[config.mk]
export PLATFORM = sky130hd
export DESIGN_NAME = ttc_top
export DESIGN_NICKNAME = d
export VERILOG_FILES = /design/src/ttc_pkg.sv /design/src/ttc_top.sv
export VERILOG_INCLUDE_DIRS = /design/src
export SDC_FILE = /design/constraint.sdc
export NUM_CORES = 1
export LEC_CHECK = 0
export BUFFER_PORTS_ARGS = -buffer_cell sky130_fd_sc_hd__buf_2
export CAP_MARGIN = 20
export CELL_PAD_IN_SITES_DETAIL_PLACEMENT = 2
export CELL_PAD_IN_SITES_GLOBAL_PLACEMENT = 2
export CORE_ASPECT_RATIO = 1.4
export CORE_MARGIN = 3
export CORE_UTILIZATION = 35
export CTS_CLUSTER_DIAMETER = 100
export DETAILED_ROUTE_END_ITERATION = 16
export PLACE_DENSITY = 0.89
export SETUP_SLACK_MARGIN = 0.5
export SYNTH_ARGS = -nofsm -noshare
export SYNTH_HDL_FRONTEND = slang
export SYNTH_SLANG_ARGS = --single-unit
[constraint.sdc]
create_clock -name clk -period 5.9 [get_ports clk]
set_clock_uncertainty 0.15 [all_clocks]
set_input_delay 0.295 -clock clk [delete_from_list [all_inputs] [get_ports clk]]
set_output_delay 0.295 -clock clk [all_outputs]
set_load 0.1 [all_outputs]
[src/ttc_defs.svh]
// Offsets, field positions, reset values and timing counts of the thermal throttle control
`ifndef TTC_DEFS_SVH
`define TTC_DEFS_SVH
`define TTC_OFF_CTRL 8'h00
`define TTC_OFF_ONDEM 8'h04
`define TTC_OFF_PERFREQ 8'h08
`define TTC_OFF_STEPTGT 8'h0c
`define TTC_OFF_THRESH 8'h10
`define TTC_OFF_SENSOR 8'h14
`define TTC_OFF_STATUS 8'h18
`define TTC_CTRL_MOD_EN 0
`define TTC_CTRL_STEP_EN 1
`define TTC_CTRL_FORCE 2
`define TTC_CTRL_IE_LO 3
`define TTC_OD_EN 4
`define TTC_SENSOR_VALID 31
`define TTC_ST_HOT 8
`define TTC_ST_OOS 9
`define TTC_ST_TCC 10
`define TTC_ST_PEND 11
`define TTC_ST_TRIP 12
`define TTC_ST_POINT_LO 16
`define TTC_CTRL_RST 8'h03
`define TTC_PERFREQ_RST 8'hff
`define TTC_STEPTGT_RST 8'h00
`define TTC_TJMAX 8'h64
`define TTC_TRIP_TEMP 8'h78
`define TTC_HYST 8'h02
`define TTC_AUTO_DUTY 3'h4
`define TTC_CLK_NS 10
`define TTC_STEP_WAIT_NS 10000
`define TTC_STEP_WAIT_CYC 16'(`TTC_STEP_WAIT_NS / `TTC_CLK_NS)
`define TTC_OOS_WAIT_NS 20000
`define TTC_OOS_WAIT_CYC 16'(`TTC_OOS_WAIT_NS / `TTC_CLK_NS)
`define TTC_RESP_OKAY 2'h0
`define TTC_RESP_SLVERR 2'h2
`endif

[src/ttc_pkg.sv]
// Types shared by the thermal throttle control
package ttc_pkg;
    typedef enum logic [2:0] {
        TTC_IDLE,
        TTC_ONDEMAND,
        TTC_AUTO_MOD,
        TTC_STEP,
        TTC_STEP_MOD,
        TTC_TRIPPED
    } ttc_mode_e;
    typedef logic [7:0] ttc_point_t;
endpackage

[src/ttc_top.sv]
// Thermal throttle control with AXI4-Lite register access
`timescale 1ns/1ps
`include "ttc_defs.svh"
module ttc_top (
    input wire logic clk,
    input wire logic rst,
    input wire logic [7:0] s_axi_awaddr,
    input wire logic s_axi_awvalid,
    output logic s_axi_awready,
    input wire logic [31:0] s_axi_wdata,
    input wire logic [3:0] s_axi_wstrb,
    input wire logic s_axi_wvalid,
    output logic s_axi_wready,
    output logic [1:0] s_axi_bresp,
    output logic s_axi_bvalid,
    input wire logic s_axi_bready,
    input wire logic [7:0] s_axi_araddr,
    input wire logic s_axi_arvalid,
    output logic s_axi_arready,
    output logic [31:0] s_axi_rdata,
    output logic [1:0] s_axi_rresp,
    output logic s_axi_rvalid,
    input wire logic s_axi_rready,
    input wire logic [7:0] tempC,
    input wire logic lowPowerState,
    input wire logic pkgNormal,
    input wire logic hotAlertIn,
    output logic hotAlertOut,
    output logic hotAlertOe,
    output logic overtempTripN,
    output logic coreHalt,
    output logic clkRun,
    output logic [7:0] perfPoint,
    output logic thermIrq
);
    logic awHave_q, wHave_q, doWrite, wrOk;
    logic [7:0] awAddr_q;
    logic [31:0] wData_q;
    logic [3:0] wStrb_q;
    logic [7:0] ctrl_q;
    logic [4:0] od_q;
    ttc_pkg::ttc_point_t reqPt_q, stepTgt_q, perfPoint_q;
    logic [7:0] thr1_q, thr2_q, sensorOff;
    logic hotInt_q, hotSync1_q, hotSync2_q, pinPrev_q, hotOe_q, hotOut_q;
    logic [2:0] drvDly_q, slot_q, duty;
    logic extHot, pinLow, autoEn, autoHot, stepStuck, modulating, stepAct, freqPending;
    logic tripped_q, tripN_q, halt_q, clkRun_q, irq_q;
    logic [15:0] stepCnt_q, oosCnt_q;
    logic oosPrev_q, oosNow, near1Prev_q, near2Prev_q, near1, near2;
    logic [4:0] events, logs_q, logClr;
    logic [31:0] rdData;
    logic rdOk;
    ttc_pkg::ttc_mode_e mode_q, modeD;

    // Write channels: address and data taken in either order, then one response
    always_ff @(posedge clk) begin
        if (rst) begin
            awHave_q <= 1'b0;
            wHave_q <= 1'b0;
            awAddr_q <= 8'h00;
            wData_q <= 32'h0000_0000;
            wStrb_q <= 4'h0;
            s_axi_awready <= 1'b0;
            s_axi_wready <= 1'b0;
            s_axi_bvalid <= 1'b0;
            s_axi_bresp <= `TTC_RESP_OKAY;
        end else begin
            if (s_axi_awvalid && s_axi_awready) begin
                awHave_q <= 1'b1;
                awAddr_q <= s_axi_awaddr;
                s_axi_awready <= 1'b0;
            end else if (!awHave_q && !s_axi_bvalid) begin
                s_axi_awready <= 1'b1;
            end
            if (s_axi_wvalid && s_axi_wready) begin
                wHave_q <= 1'b1;
                wData_q <= s_axi_wdata;
                wStrb_q <= s_axi_wstrb;
                s_axi_wready <= 1'b0;
            end else if (!wHave_q && !s_axi_bvalid) begin
                s_axi_wready <= 1'b1;
            end
            if (doWrite) begin
                awHave_q <= 1'b0;
                wHave_q <= 1'b0;
                s_axi_bvalid <= 1'b1;
                s_axi_bresp <= wrOk ? `TTC_RESP_OKAY : `TTC_RESP_SLVERR;
            end else if (s_axi_bvalid && s_axi_bready) begin
                s_axi_bvalid <= 1'b0;
            end
        end
    end
    assign doWrite = awHave_q && wHave_q && !s_axi_bvalid;
    assign wrOk = awAddr_q <= `TTC_OFF_STATUS && awAddr_q[1:0] == 2'h0;

    // Writable registers; a frequency request write lands in reqPt_q
    always_ff @(posedge clk) begin
        if (rst) begin
            ctrl_q <= `TTC_CTRL_RST;
            od_q <= 5'h00;
            reqPt_q <= `TTC_PERFREQ_RST;
            stepTgt_q <= `TTC_STEPTGT_RST;
            thr1_q <= 8'h00;
            thr2_q <= 8'h00;
        end else if (doWrite) begin
            case (awAddr_q)
                `TTC_OFF_CTRL: ctrl_q <= wStrb_q[0] ? wData_q[7:0] : ctrl_q;
                `TTC_OFF_ONDEM: od_q <= wStrb_q[0] ? wData_q[4:0] : od_q;
                `TTC_OFF_PERFREQ: reqPt_q <= wStrb_q[0] ? wData_q[7:0] : reqPt_q;
                `TTC_OFF_STEPTGT: stepTgt_q <= wStrb_q[0] ? wData_q[7:0] : stepTgt_q;
                `TTC_OFF_THRESH: begin
                    thr1_q <= wStrb_q[0] ? wData_q[7:0] : thr1_q;
                    thr2_q <= wStrb_q[1] ? wData_q[15:8] : thr2_q;
                end
                default: ;
            endcase
        end
    end

    // Read channel: data answered one cycle after the address is taken
    always_ff @(posedge clk) begin
        if (rst) begin
            s_axi_arready <= 1'b0;
            s_axi_rvalid <= 1'b0;
            s_axi_rdata <= 32'h0000_0000;
            s_axi_rresp <= `TTC_RESP_OKAY;
        end else if (s_axi_arvalid && s_axi_arready) begin
            s_axi_arready <= 1'b0;
            s_axi_rvalid <= 1'b1;
            s_axi_rdata <= rdData;
            s_axi_rresp <= rdOk ? `TTC_RESP_OKAY : `TTC_RESP_SLVERR;
        end else if (s_axi_rvalid && s_axi_rready) begin
            s_axi_rvalid <= 1'b0;
        end else if (!s_axi_rvalid) begin
            s_axi_arready <= 1'b1;
        end
    end

    // Read decode; unmapped offsets read zero with an error response
    always_comb begin
        rdData = 32'h0000_0000;
        rdOk = 1'b1;
        case (s_axi_araddr)
            `TTC_OFF_CTRL: rdData[7:0] = ctrl_q;
            `TTC_OFF_ONDEM: rdData[4:0] = od_q;
            `TTC_OFF_PERFREQ: rdData[7:0] = reqPt_q;
            `TTC_OFF_STEPTGT: rdData[7:0] = stepTgt_q;
            `TTC_OFF_THRESH: rdData[15:0] = {thr2_q, thr1_q};
            `TTC_OFF_SENSOR: begin
                rdData[7:0] = sensorOff;
                rdData[`TTC_SENSOR_VALID] = pkgNormal;
            end
            `TTC_OFF_STATUS: begin
                rdData[4:0] = logs_q;
                rdData[`TTC_ST_HOT] = pinLow;
                rdData[`TTC_ST_OOS] = oosNow;
                rdData[`TTC_ST_TCC] = mode_q != ttc_pkg::TTC_IDLE;
                rdData[`TTC_ST_PEND] = freqPending;
                rdData[`TTC_ST_TRIP] = tripped_q;
                rdData[`TTC_ST_POINT_LO +: 8] = perfPoint_q;
            end
            default: rdOk = 1'b0;
        endcase
    end

    // Internal trip point with hysteresis
    always_ff @(posedge clk) begin
        if (rst) begin
            hotInt_q <= 1'b0;
        end else if (tempC >= `TTC_TJMAX) begin
            hotInt_q <= 1'b1;
        end else if (tempC < `TTC_TJMAX - `TTC_HYST) begin
            hotInt_q <= 1'b0;
        end
    end

    // Hot alert pin: synchroniser, own drive and echo mask
    always_ff @(posedge clk) begin
        if (rst) begin
            hotSync1_q <= 1'b1;
            hotSync2_q <= 1'b1;
            pinPrev_q <= 1'b0;
            hotOe_q <= 1'b0;
            hotOut_q <= 1'b0;
            drvDly_q <= 3'h0;
        end else begin
            hotSync1_q <= hotAlertIn;
            hotSync2_q <= hotSync1_q;
            pinPrev_q <= pinLow;
            drvDly_q <= {drvDly_q[1:0], hotOe_q};
            if (hotInt_q) begin
                hotOe_q <= hotOe_q || !lowPowerState;
            end else begin
                hotOe_q <= hotOe_q && lowPowerState;
            end
        end
    end
    assign pinLow = !hotSync2_q;
    assign extHot = pinLow && !hotOe_q && drvDly_q == 3'h0;

    // Catastrophic trip, held until reset
    always_ff @(posedge clk) begin
        if (rst) begin
            tripped_q <= 1'b0;
            tripN_q <= 1'b1;
            halt_q <= 1'b0;
        end else if (tempC >= `TTC_TRIP_TEMP || tripped_q) begin
            tripped_q <= 1'b1;
            tripN_q <= 1'b0;
            halt_q <= 1'b1;
        end
    end

    // Mode selection between trip, automatic, on-demand and idle
    assign autoEn = ctrl_q[`TTC_CTRL_MOD_EN] || ctrl_q[`TTC_CTRL_STEP_EN];
    assign autoHot = autoEn && (hotInt_q || extHot);
    assign stepStuck = stepCnt_q == `TTC_STEP_WAIT_CYC;
    always_comb begin
        modeD = ttc_pkg::TTC_IDLE;
        if (tripped_q) begin
            modeD = ttc_pkg::TTC_TRIPPED;
        end else if (autoHot) begin
            if (ctrl_q[`TTC_CTRL_STEP_EN]) begin
                // Force only counts for the internal sensor
                if (ctrl_q[`TTC_CTRL_FORCE] && hotInt_q && stepStuck) begin
                    modeD = ttc_pkg::TTC_STEP_MOD;
                end else begin
                    modeD = ttc_pkg::TTC_STEP;
                end
            end else begin
                modeD = ttc_pkg::TTC_AUTO_MOD;
            end
        end else if (od_q[`TTC_OD_EN]) begin
            modeD = ttc_pkg::TTC_ONDEMAND;
        end
    end

    always_ff @(posedge clk) begin
        if (rst) begin
            mode_q <= ttc_pkg::TTC_IDLE;
        end else begin
            mode_q <= modeD;
        end
    end

    // Per-mode duty and step selection
    always_comb begin
        duty = `TTC_AUTO_DUTY;
        modulating = 1'b0;
        stepAct = 1'b0;
        case (mode_q)
            ttc_pkg::TTC_ONDEMAND: begin
                modulating = 1'b1;
                duty = (od_q[3:1] == 3'h0) ? `TTC_AUTO_DUTY : od_q[3:1];
            end
            ttc_pkg::TTC_AUTO_MOD: modulating = 1'b1;
            ttc_pkg::TTC_STEP: stepAct = 1'b1;
            ttc_pkg::TTC_STEP_MOD: begin
                modulating = 1'b1;
                stepAct = 1'b1;
            end
            default: ;
        endcase
    end

    // Eight-slot gating of the core clock
    always_ff @(posedge clk) begin
        if (rst) begin
            slot_q <= 3'h0;
            clkRun_q <= 1'b1;
        end else begin
            slot_q <= slot_q + 3'h1;
            clkRun_q <= !tripped_q && (!modulating || slot_q < duty);
        end
    end

    // Operating point: throttle target, software point and the lower of both
    assign freqPending = stepAct && reqPt_q > stepTgt_q;
    always_ff @(posedge clk) begin
        if (rst) begin
            perfPoint_q <= `TTC_PERFREQ_RST;
        end else if (stepAct) begin
            perfPoint_q <= (reqPt_q < stepTgt_q) ? reqPt_q : stepTgt_q;
        end else begin
            perfPoint_q <= reqPt_q;
        end
    end

    // Throttle duration counters for force and out-of-spec
    always_ff @(posedge clk) begin
        if (rst) begin
            stepCnt_q <= 16'h0000;
            oosCnt_q <= 16'h0000;
        end else begin
            if (stepAct && hotInt_q) begin
                stepCnt_q <= stepStuck ? stepCnt_q : stepCnt_q + 16'h0001;
            end else begin
                stepCnt_q <= 16'h0000;
            end
            if ((mode_q == ttc_pkg::TTC_AUTO_MOD || stepAct) && hotInt_q) begin
                oosCnt_q <= oosNow ? oosCnt_q : oosCnt_q + 16'h0001;
            end else begin
                oosCnt_q <= 16'h0000;
            end
        end
    end
    assign oosNow = oosCnt_q == `TTC_OOS_WAIT_CYC;

    // Sensor offset below the maximum and threshold proximity
    assign sensorOff = (tempC >= `TTC_TJMAX) ? 8'h00 : `TTC_TJMAX - tempC;
    assign near1 = pkgNormal && sensorOff <= thr1_q;
    assign near2 = pkgNormal && sensorOff <= thr2_q;

    // Events into sticky logs, set wins over a write-one clear
    assign events = {near2 != near2Prev_q, near1 != near1Prev_q, oosNow && !oosPrev_q,
                     !pinLow && pinPrev_q, pinLow && !pinPrev_q};
    assign logClr = (doWrite && awAddr_q == `TTC_OFF_STATUS && wStrb_q[0]) ? wData_q[4:0] : 5'h00;
    always_ff @(posedge clk) begin
        if (rst) begin
            logs_q <= 5'h00;
            irq_q <= 1'b0;
            oosPrev_q <= 1'b0;
            near1Prev_q <= 1'b0;
            near2Prev_q <= 1'b0;
        end else begin
            logs_q <= (logs_q & ~logClr) | events;
            irq_q <= |(events & ctrl_q[`TTC_CTRL_IE_LO +: 5]);
            oosPrev_q <= oosNow;
            near1Prev_q <= near1;
            near2Prev_q <= near2;
        end
    end

    assign hotAlertOut = hotOut_q;
    assign hotAlertOe = hotOe_q;
    assign overtempTripN = tripN_q;
    assign coreHalt = halt_q;
    assign clkRun = clkRun_q;
    assign perfPoint = perfPoint_q;
    assign thermIrq = irq_q;
endmodule

## After elaboration in Yosys (flattened, before gate mapping)

Cells that the tools add are included.

- Input bits: 70
- Flip-flop bits (word level): 173
- Output and inout port bits: 55
- Word-level logic and storage cells: 178

- Equality and inequality tests: 19
- Bitwise logic cells: 8
- Mux-type cells: 29
- Order comparisons: 9
- Reductions and logical operators: 70
- Add/subtract/negate cells: 4

Operators with widths:

| cell | number |
|---|---|
| 8-bit by 5-bit equality test with 1-bit output, second input constant | 5 |
| 5-bit case mux with 7 select lines | 1 |
| 16-bit by 1-bit adder with 16-bit output, second input constant | 2 |
| 8-bit by 4-bit equality test with 1-bit output, second input constant | 4 |
| 8-bit two-way mux | 4 |
| 1-bit logical AND | 27 |
| 3-bit two-way mux | 7 |
| 3-bit AND reduction | 6 |
| 16-bit by 10-bit equality test with 1-bit output, second input constant | 1 |
| 16-bit by 11-bit equality test with 1-bit output, second input constant | 1 |
| 8-bit by 3-bit equality test with 1-bit output, second input constant | 2 |
| 8-bit by 7-bit greater-or-equal comparator with 1-bit output, second input constant | 2 |
| 8-bit less-or-equal comparator | 2 |
| 8-bit logical NOT | 2 |
| 2-bit OR reduction | 8 |
| 3-bit case mux with 5 select lines | 1 |
| 1-bit two-way mux | 12 |
| 5-bit AND | 2 |
| 1-bit logical NOT | 10 |
| 5-bit case mux with 2 select lines | 1 |
| 8-bit greater-than comparator | 1 |
| 8-bit by 5-bit less-or-equal comparator with 1-bit output, second input constant | 1 |
| 8-bit by 7-bit < comparator with 1-bit output, second input constant | 1 |
| 8-bit < comparator | 1 |
| other kinds (21) | 35 |

## Depth between registers and ports, before layout

- Depth in word-level cells: 8
- Depth in mapped cells: 12

## Worst setup path after synthesis

OpenSTA, ideal clock, no wires.

- Path type: input to register
- Start point: input tempC[0]
- End point: register irq_q (netlist: thermIrq)
- Stages: 11
- Required time: 5.612 ns
- Library setup time: 0.138 ns
- Slack: 3.234 ns
- Arrival: 2.378 ns
- Cell sequence: o21ai_0 -> nand2_1 -> xnor2_1 -> and2_1 -> ha_1 -> nand4_1 -> or2_2 -> a211o_1 -> o211a_1 -> a311oi_1 -> o221ai_1

- Longest elaborated chain between the ends: 7
- Elaborated cells between the ends (all ways): 11
- Those cells by class: add/sub (1); order compare (3); eq/ne (2); mux (1); bitwise (1); reduce/logical (3)

RTL lines:

| element | line | text |
|---|---|---|
| from (decl) | ttc_top.sv:24 | `input wire logic [7:0] tempC,` |
| 7-bit by 8-bit subtractor with 8-bit output (no line) or 8-bit by 7-bit greater-or-equal comparator with 1-bit output (tied branches) | - |  |
| 8-bit two-way mux (*) | ttc_top.sv:310 | `` assign sensorOff = (tempC >= `TTC_TJMAX) ? 8'h00 : `TTC_TJMAX - tempC; `` |
| 8-bit less-or-equal comparator, on equally long branches | ttc_top.sv:311, ttc_top.sv:312 |  |
| 1-bit logical AND, on equally long branches | ttc_top.sv:311, ttc_top.sv:312 |  |
| 1-bit inequality test | ttc_top.sv:315 | `assign events = {near2 != near2Prev_q, near1 != near1Prev_q, oosNow && !oosPrev_q,` |
| 5-bit AND (*) | ttc_top.sv:327 | `` irq_q <= \|(events & ctrl_q[`TTC_CTRL_IE_LO +: 5]); `` |
| 5-bit OR reduction (*) | ttc_top.sv:327 |  |
| to (signal assigned) | ttc_top.sv:327 |  |
| to (decl) | ttc_top.sv:47 | `logic tripped_q, tripN_q, halt_q, clkRun_q, irq_q;` |

Mark *: on every way between the ends. The rest lies on a longest branch, timed or not.
A chain may end at the register's enable or synchronous reset.

## Final worst setup path

Ends and elaborated chain as after synthesis.

==> metrics.md <==
| Metric | Value |
|---|---|
| Root Buffer | clkbuf_16 |
| I/O pin cnt | approximately 130 |
| Worst skew pair latency | 0.45 ns |
| Layout cells sized above 1 | about 15% |
| Pin slew with the least headroom to its limit | slightly below 1 ns |
| H-tree levels | 4 |
| Port bufs | 96 |
| Worst-case vdd ir drop | 213 uV |
| Max Buffers Root-to-Sink | 2 |
| Via/cell ratio | between 5 and 6 |
| Most used cell, CP | ha_1 |
| Final hold viol count | 0 |
| Flops & latches, synth | around 170 |
| Max Freq | approximately 320 MHz |
| Status | finished, final reports clean |
| Startpoint types | input port |
| Worst hold margin | roughly 0.0096 ns |
| WP data required | between 6 and 7 ns |
| Util after Layout | a little over two fifths |
| Die Span X | roughly 130 microns |
| Worst path cell trace | buf_2 -> inv_1 -> ha_1 -> nor2b_1 -> nand2b_1 -> a211oi_1 -> ha_1 -> nand4_1 -> or2_2 -> a211o_1 -> o211a_1 -> a311oi_1 -> o221ai_1 |
| Cell area after layout | approximately 0.0095 sq mm |
| PwrDens | 286 mW/mm^2 |
| Max_cap viols | 0 |
| Overall Power | around 2700 uW |
| DRC | 0 |
| Routed Antenna Nets | 0 |
| Grt total ovfl | 0 |
| Post-synth top cells | 171 x dfxtp_1, 124 x nand2_1, 103 x nor2_1 |
| FP Rows | between 60 and 70 |
| Largest net degree at the start of global routing | approximately 70 |
| Critical-path maximum fanout | 4 |
| DPL Wire Length | ~19 mm |
| Fin Setup TNS | 0 ns |
| Initial Util | between 30 and 40% |
| 1st-iter DRT viols | 331 |
| Num CTS Buffers | 17 |
| Post-synth top flop | dfxtp_1 |
| Detailed Routing Iterations Pass 1 | 5 |
| Core footprint | ~0.022 sq mm |
| Crit Path Class | in -> reg |
| Register area share after synthesis | ~44% |
| Routability Congestion | around 0.85 |
| EDFF count, synth | 0 |
| Via count | just over 7k |
| Post-CTS sizing | 0 |
| First-pass GRT wire length | ~44 mm |
| Slowest-stage cell, CP | a211oi_1 |
| Yosys warns | 0 |
| Syn-to-layout area delta | 20.7% |
| Setup violators final | 0 |
| Yosys top cell area share | a little over two fifths |
| CP Data Arrival Time | between 3 and 4 ns |
| WL final | 27.5 mm |
| Synth Instances | between 900 and 1k |
| Leading area contributor after synthesis | dfxtp_1 |
| Cell Area, Synth | 0.00786 sq mm |
| Placed cell areas | between 0.008 and 0.009 sq mm |
| CTS tree | yes |
| Crit share post-route | between 50% and 60% |
| Most common cell in the netlist | dfxtp_1 |
| Post-synth ARST share | 0% |
| Die Y | 183 microns |
| RSZ-0062 raised after global routing | no |
| Post-synth cell types | 69 |
| Hold WC Path Type | in -> reg |
| GR Util All Layers | 23.0% |
| Die ar. | 0.0243 sq mm |
| Final nets | 1140 |
| Number of global-route vias before repair | 8146 |
| Clk sinks | 171 |
| Synthesized area per cell | approximately 8.5 sq um |
| Initial antenna violation count | 0 |
| Worst-path clk slew | about 0.070 ns |
| Worst Setup End Kind | register |
| CP peak stage delay | between 0.6 and 0.7 ns |
| Largest cells by area after synthesis | dfxtp_1 44%, nand2_1 5.9%, nor2_1 4.9% |
| Relative slew slack | between 30% and 40% |
| Wirelength per Cell | 20.4 microns |
| Cell leakage power | ~0.0037 uW |
| Ant diodes | 0 |
| Post-CTS Setup Inserts | 0 |
| Max-slew violation count | 0 |
| Post-layout min period | approximately 3.1 ns |
## metal layers
layer	global-route usage, %	wire length, microns	up-vias
met3	3.62	766	52
met5	0	0	-
li1	-	-	3441
met4	10.5	943	0
met1	25.0	10800	3631
met2	43.4	15000	150
## area by class of cell
class / count / area [sq um]
fill: 2498 / 12500
multi-input combinational: 678 / 4110
sequential: 171 / 3420
timing repair buffer: 132 / 830
clock buffer: 17 / 425
tap: 297 / 372
clock inverter: 15 / 180
inverter: 40 / 150
## per-stage QoR
step / worst slack (ns) / instances
6_report: 2.76 / 1350
4_1_cts: 2.79 / 1349
3_3_place_gp: 2.54 / 1288
2_1_floorplan: 3.23 / 938
3_5_place_dp: 2.37 / 1288
5_1_grt: 2.63 / 1350
## worst max-delay path, delay by kind of cell
kind | cells | cell delay, ns
AOI/OAI and AO/OA | 5 | 1.60
and+or+nand+nor | 4 | 0.72
adders and majority gates | 2 | 0.41
buffers and inverters | 2 | 0.23
## path summary, 6_finish.rpt
| path | cells past startpoint | slack [ns] | startpoint | to |
|---|---|---|---|---|
| worst min register to register | 1 | 0.30 | hotSync1_q | hotSync2_q |
| worst max register to register | 9 | 3.08 | stepTgt_q[1] | perfPoint[7] |
| worst max-delay path | 13 | 2.76 | tempC[0] | thermIrq |
| worst min-delay path | 4 | 0.01 | s_axi_bready | s_axi_bvalid |
## cell usage in the layout, fill, tap and decap left out, types with 17 or more instances in the layout
cell,synthesis,layout
o21ai_0,22,22
nor2_1,103,103
nand3_1,59,59
dlygate4sd3_1,0,29
mux2i_1,38,38
ha_1,30,30
buf_2,4,95
clkbuf_16,0,17
nand2_1,124,124
a21oi_1,77,77
dfxtp_1,171,171
inv_1,40,40
xnor2_1,17,17
## power breakdown
group	internal [uW]	switching, uW	leakage, uW
combinational	88.0	223	0.00205
clock	642	539	0.000295
sequential	1180	35.5	0.00139
## kinds of logic (layout without fill, tap and decap cells)
| logic type | Yosys count | count (layout) | share of synthesized area (%) |
|---|---|---|---|
| simple gates | 395 | 395 | 24.3 |
| compound gates | 171 | 171 | 13.7 |
| flops | 171 | 171 | 43.5 |
| buf+inv | 89 | 204 | 4.84 |
| mux | 40 | 40 | 5.41 |
| fa+ha+maj | 30 | 30 | 4.77 |
| xor+xnor | 30 | 30 | 3.34 |
| other cells | 1 | 12 | 0.0477 |
## state kept, by name (all words and copies together) (netlist names), 2 cells and up, named ones only
register,flops
stepTgt_q,8
slot_q,3
s_axi_rdata,25
od_q,5
mode_q,3
logs_q,5
wData_q,16
oosCnt_q,16
perfPoint,8
reqPt_q,8
thr2_q,8
wStrb_q,2
ctrl_q,8
drvDly_q,3
stepCnt_q,16
awAddr_q,8
thr1_q,8
## repair_timing
item | in CTS | in global routing
hold buffers | 29 | 0
endpoints found under the hold margin | 29 | 0
endpoints found under the setup margin | 0 | 0
Note: power is estimated with default switching activity, not from simulation.
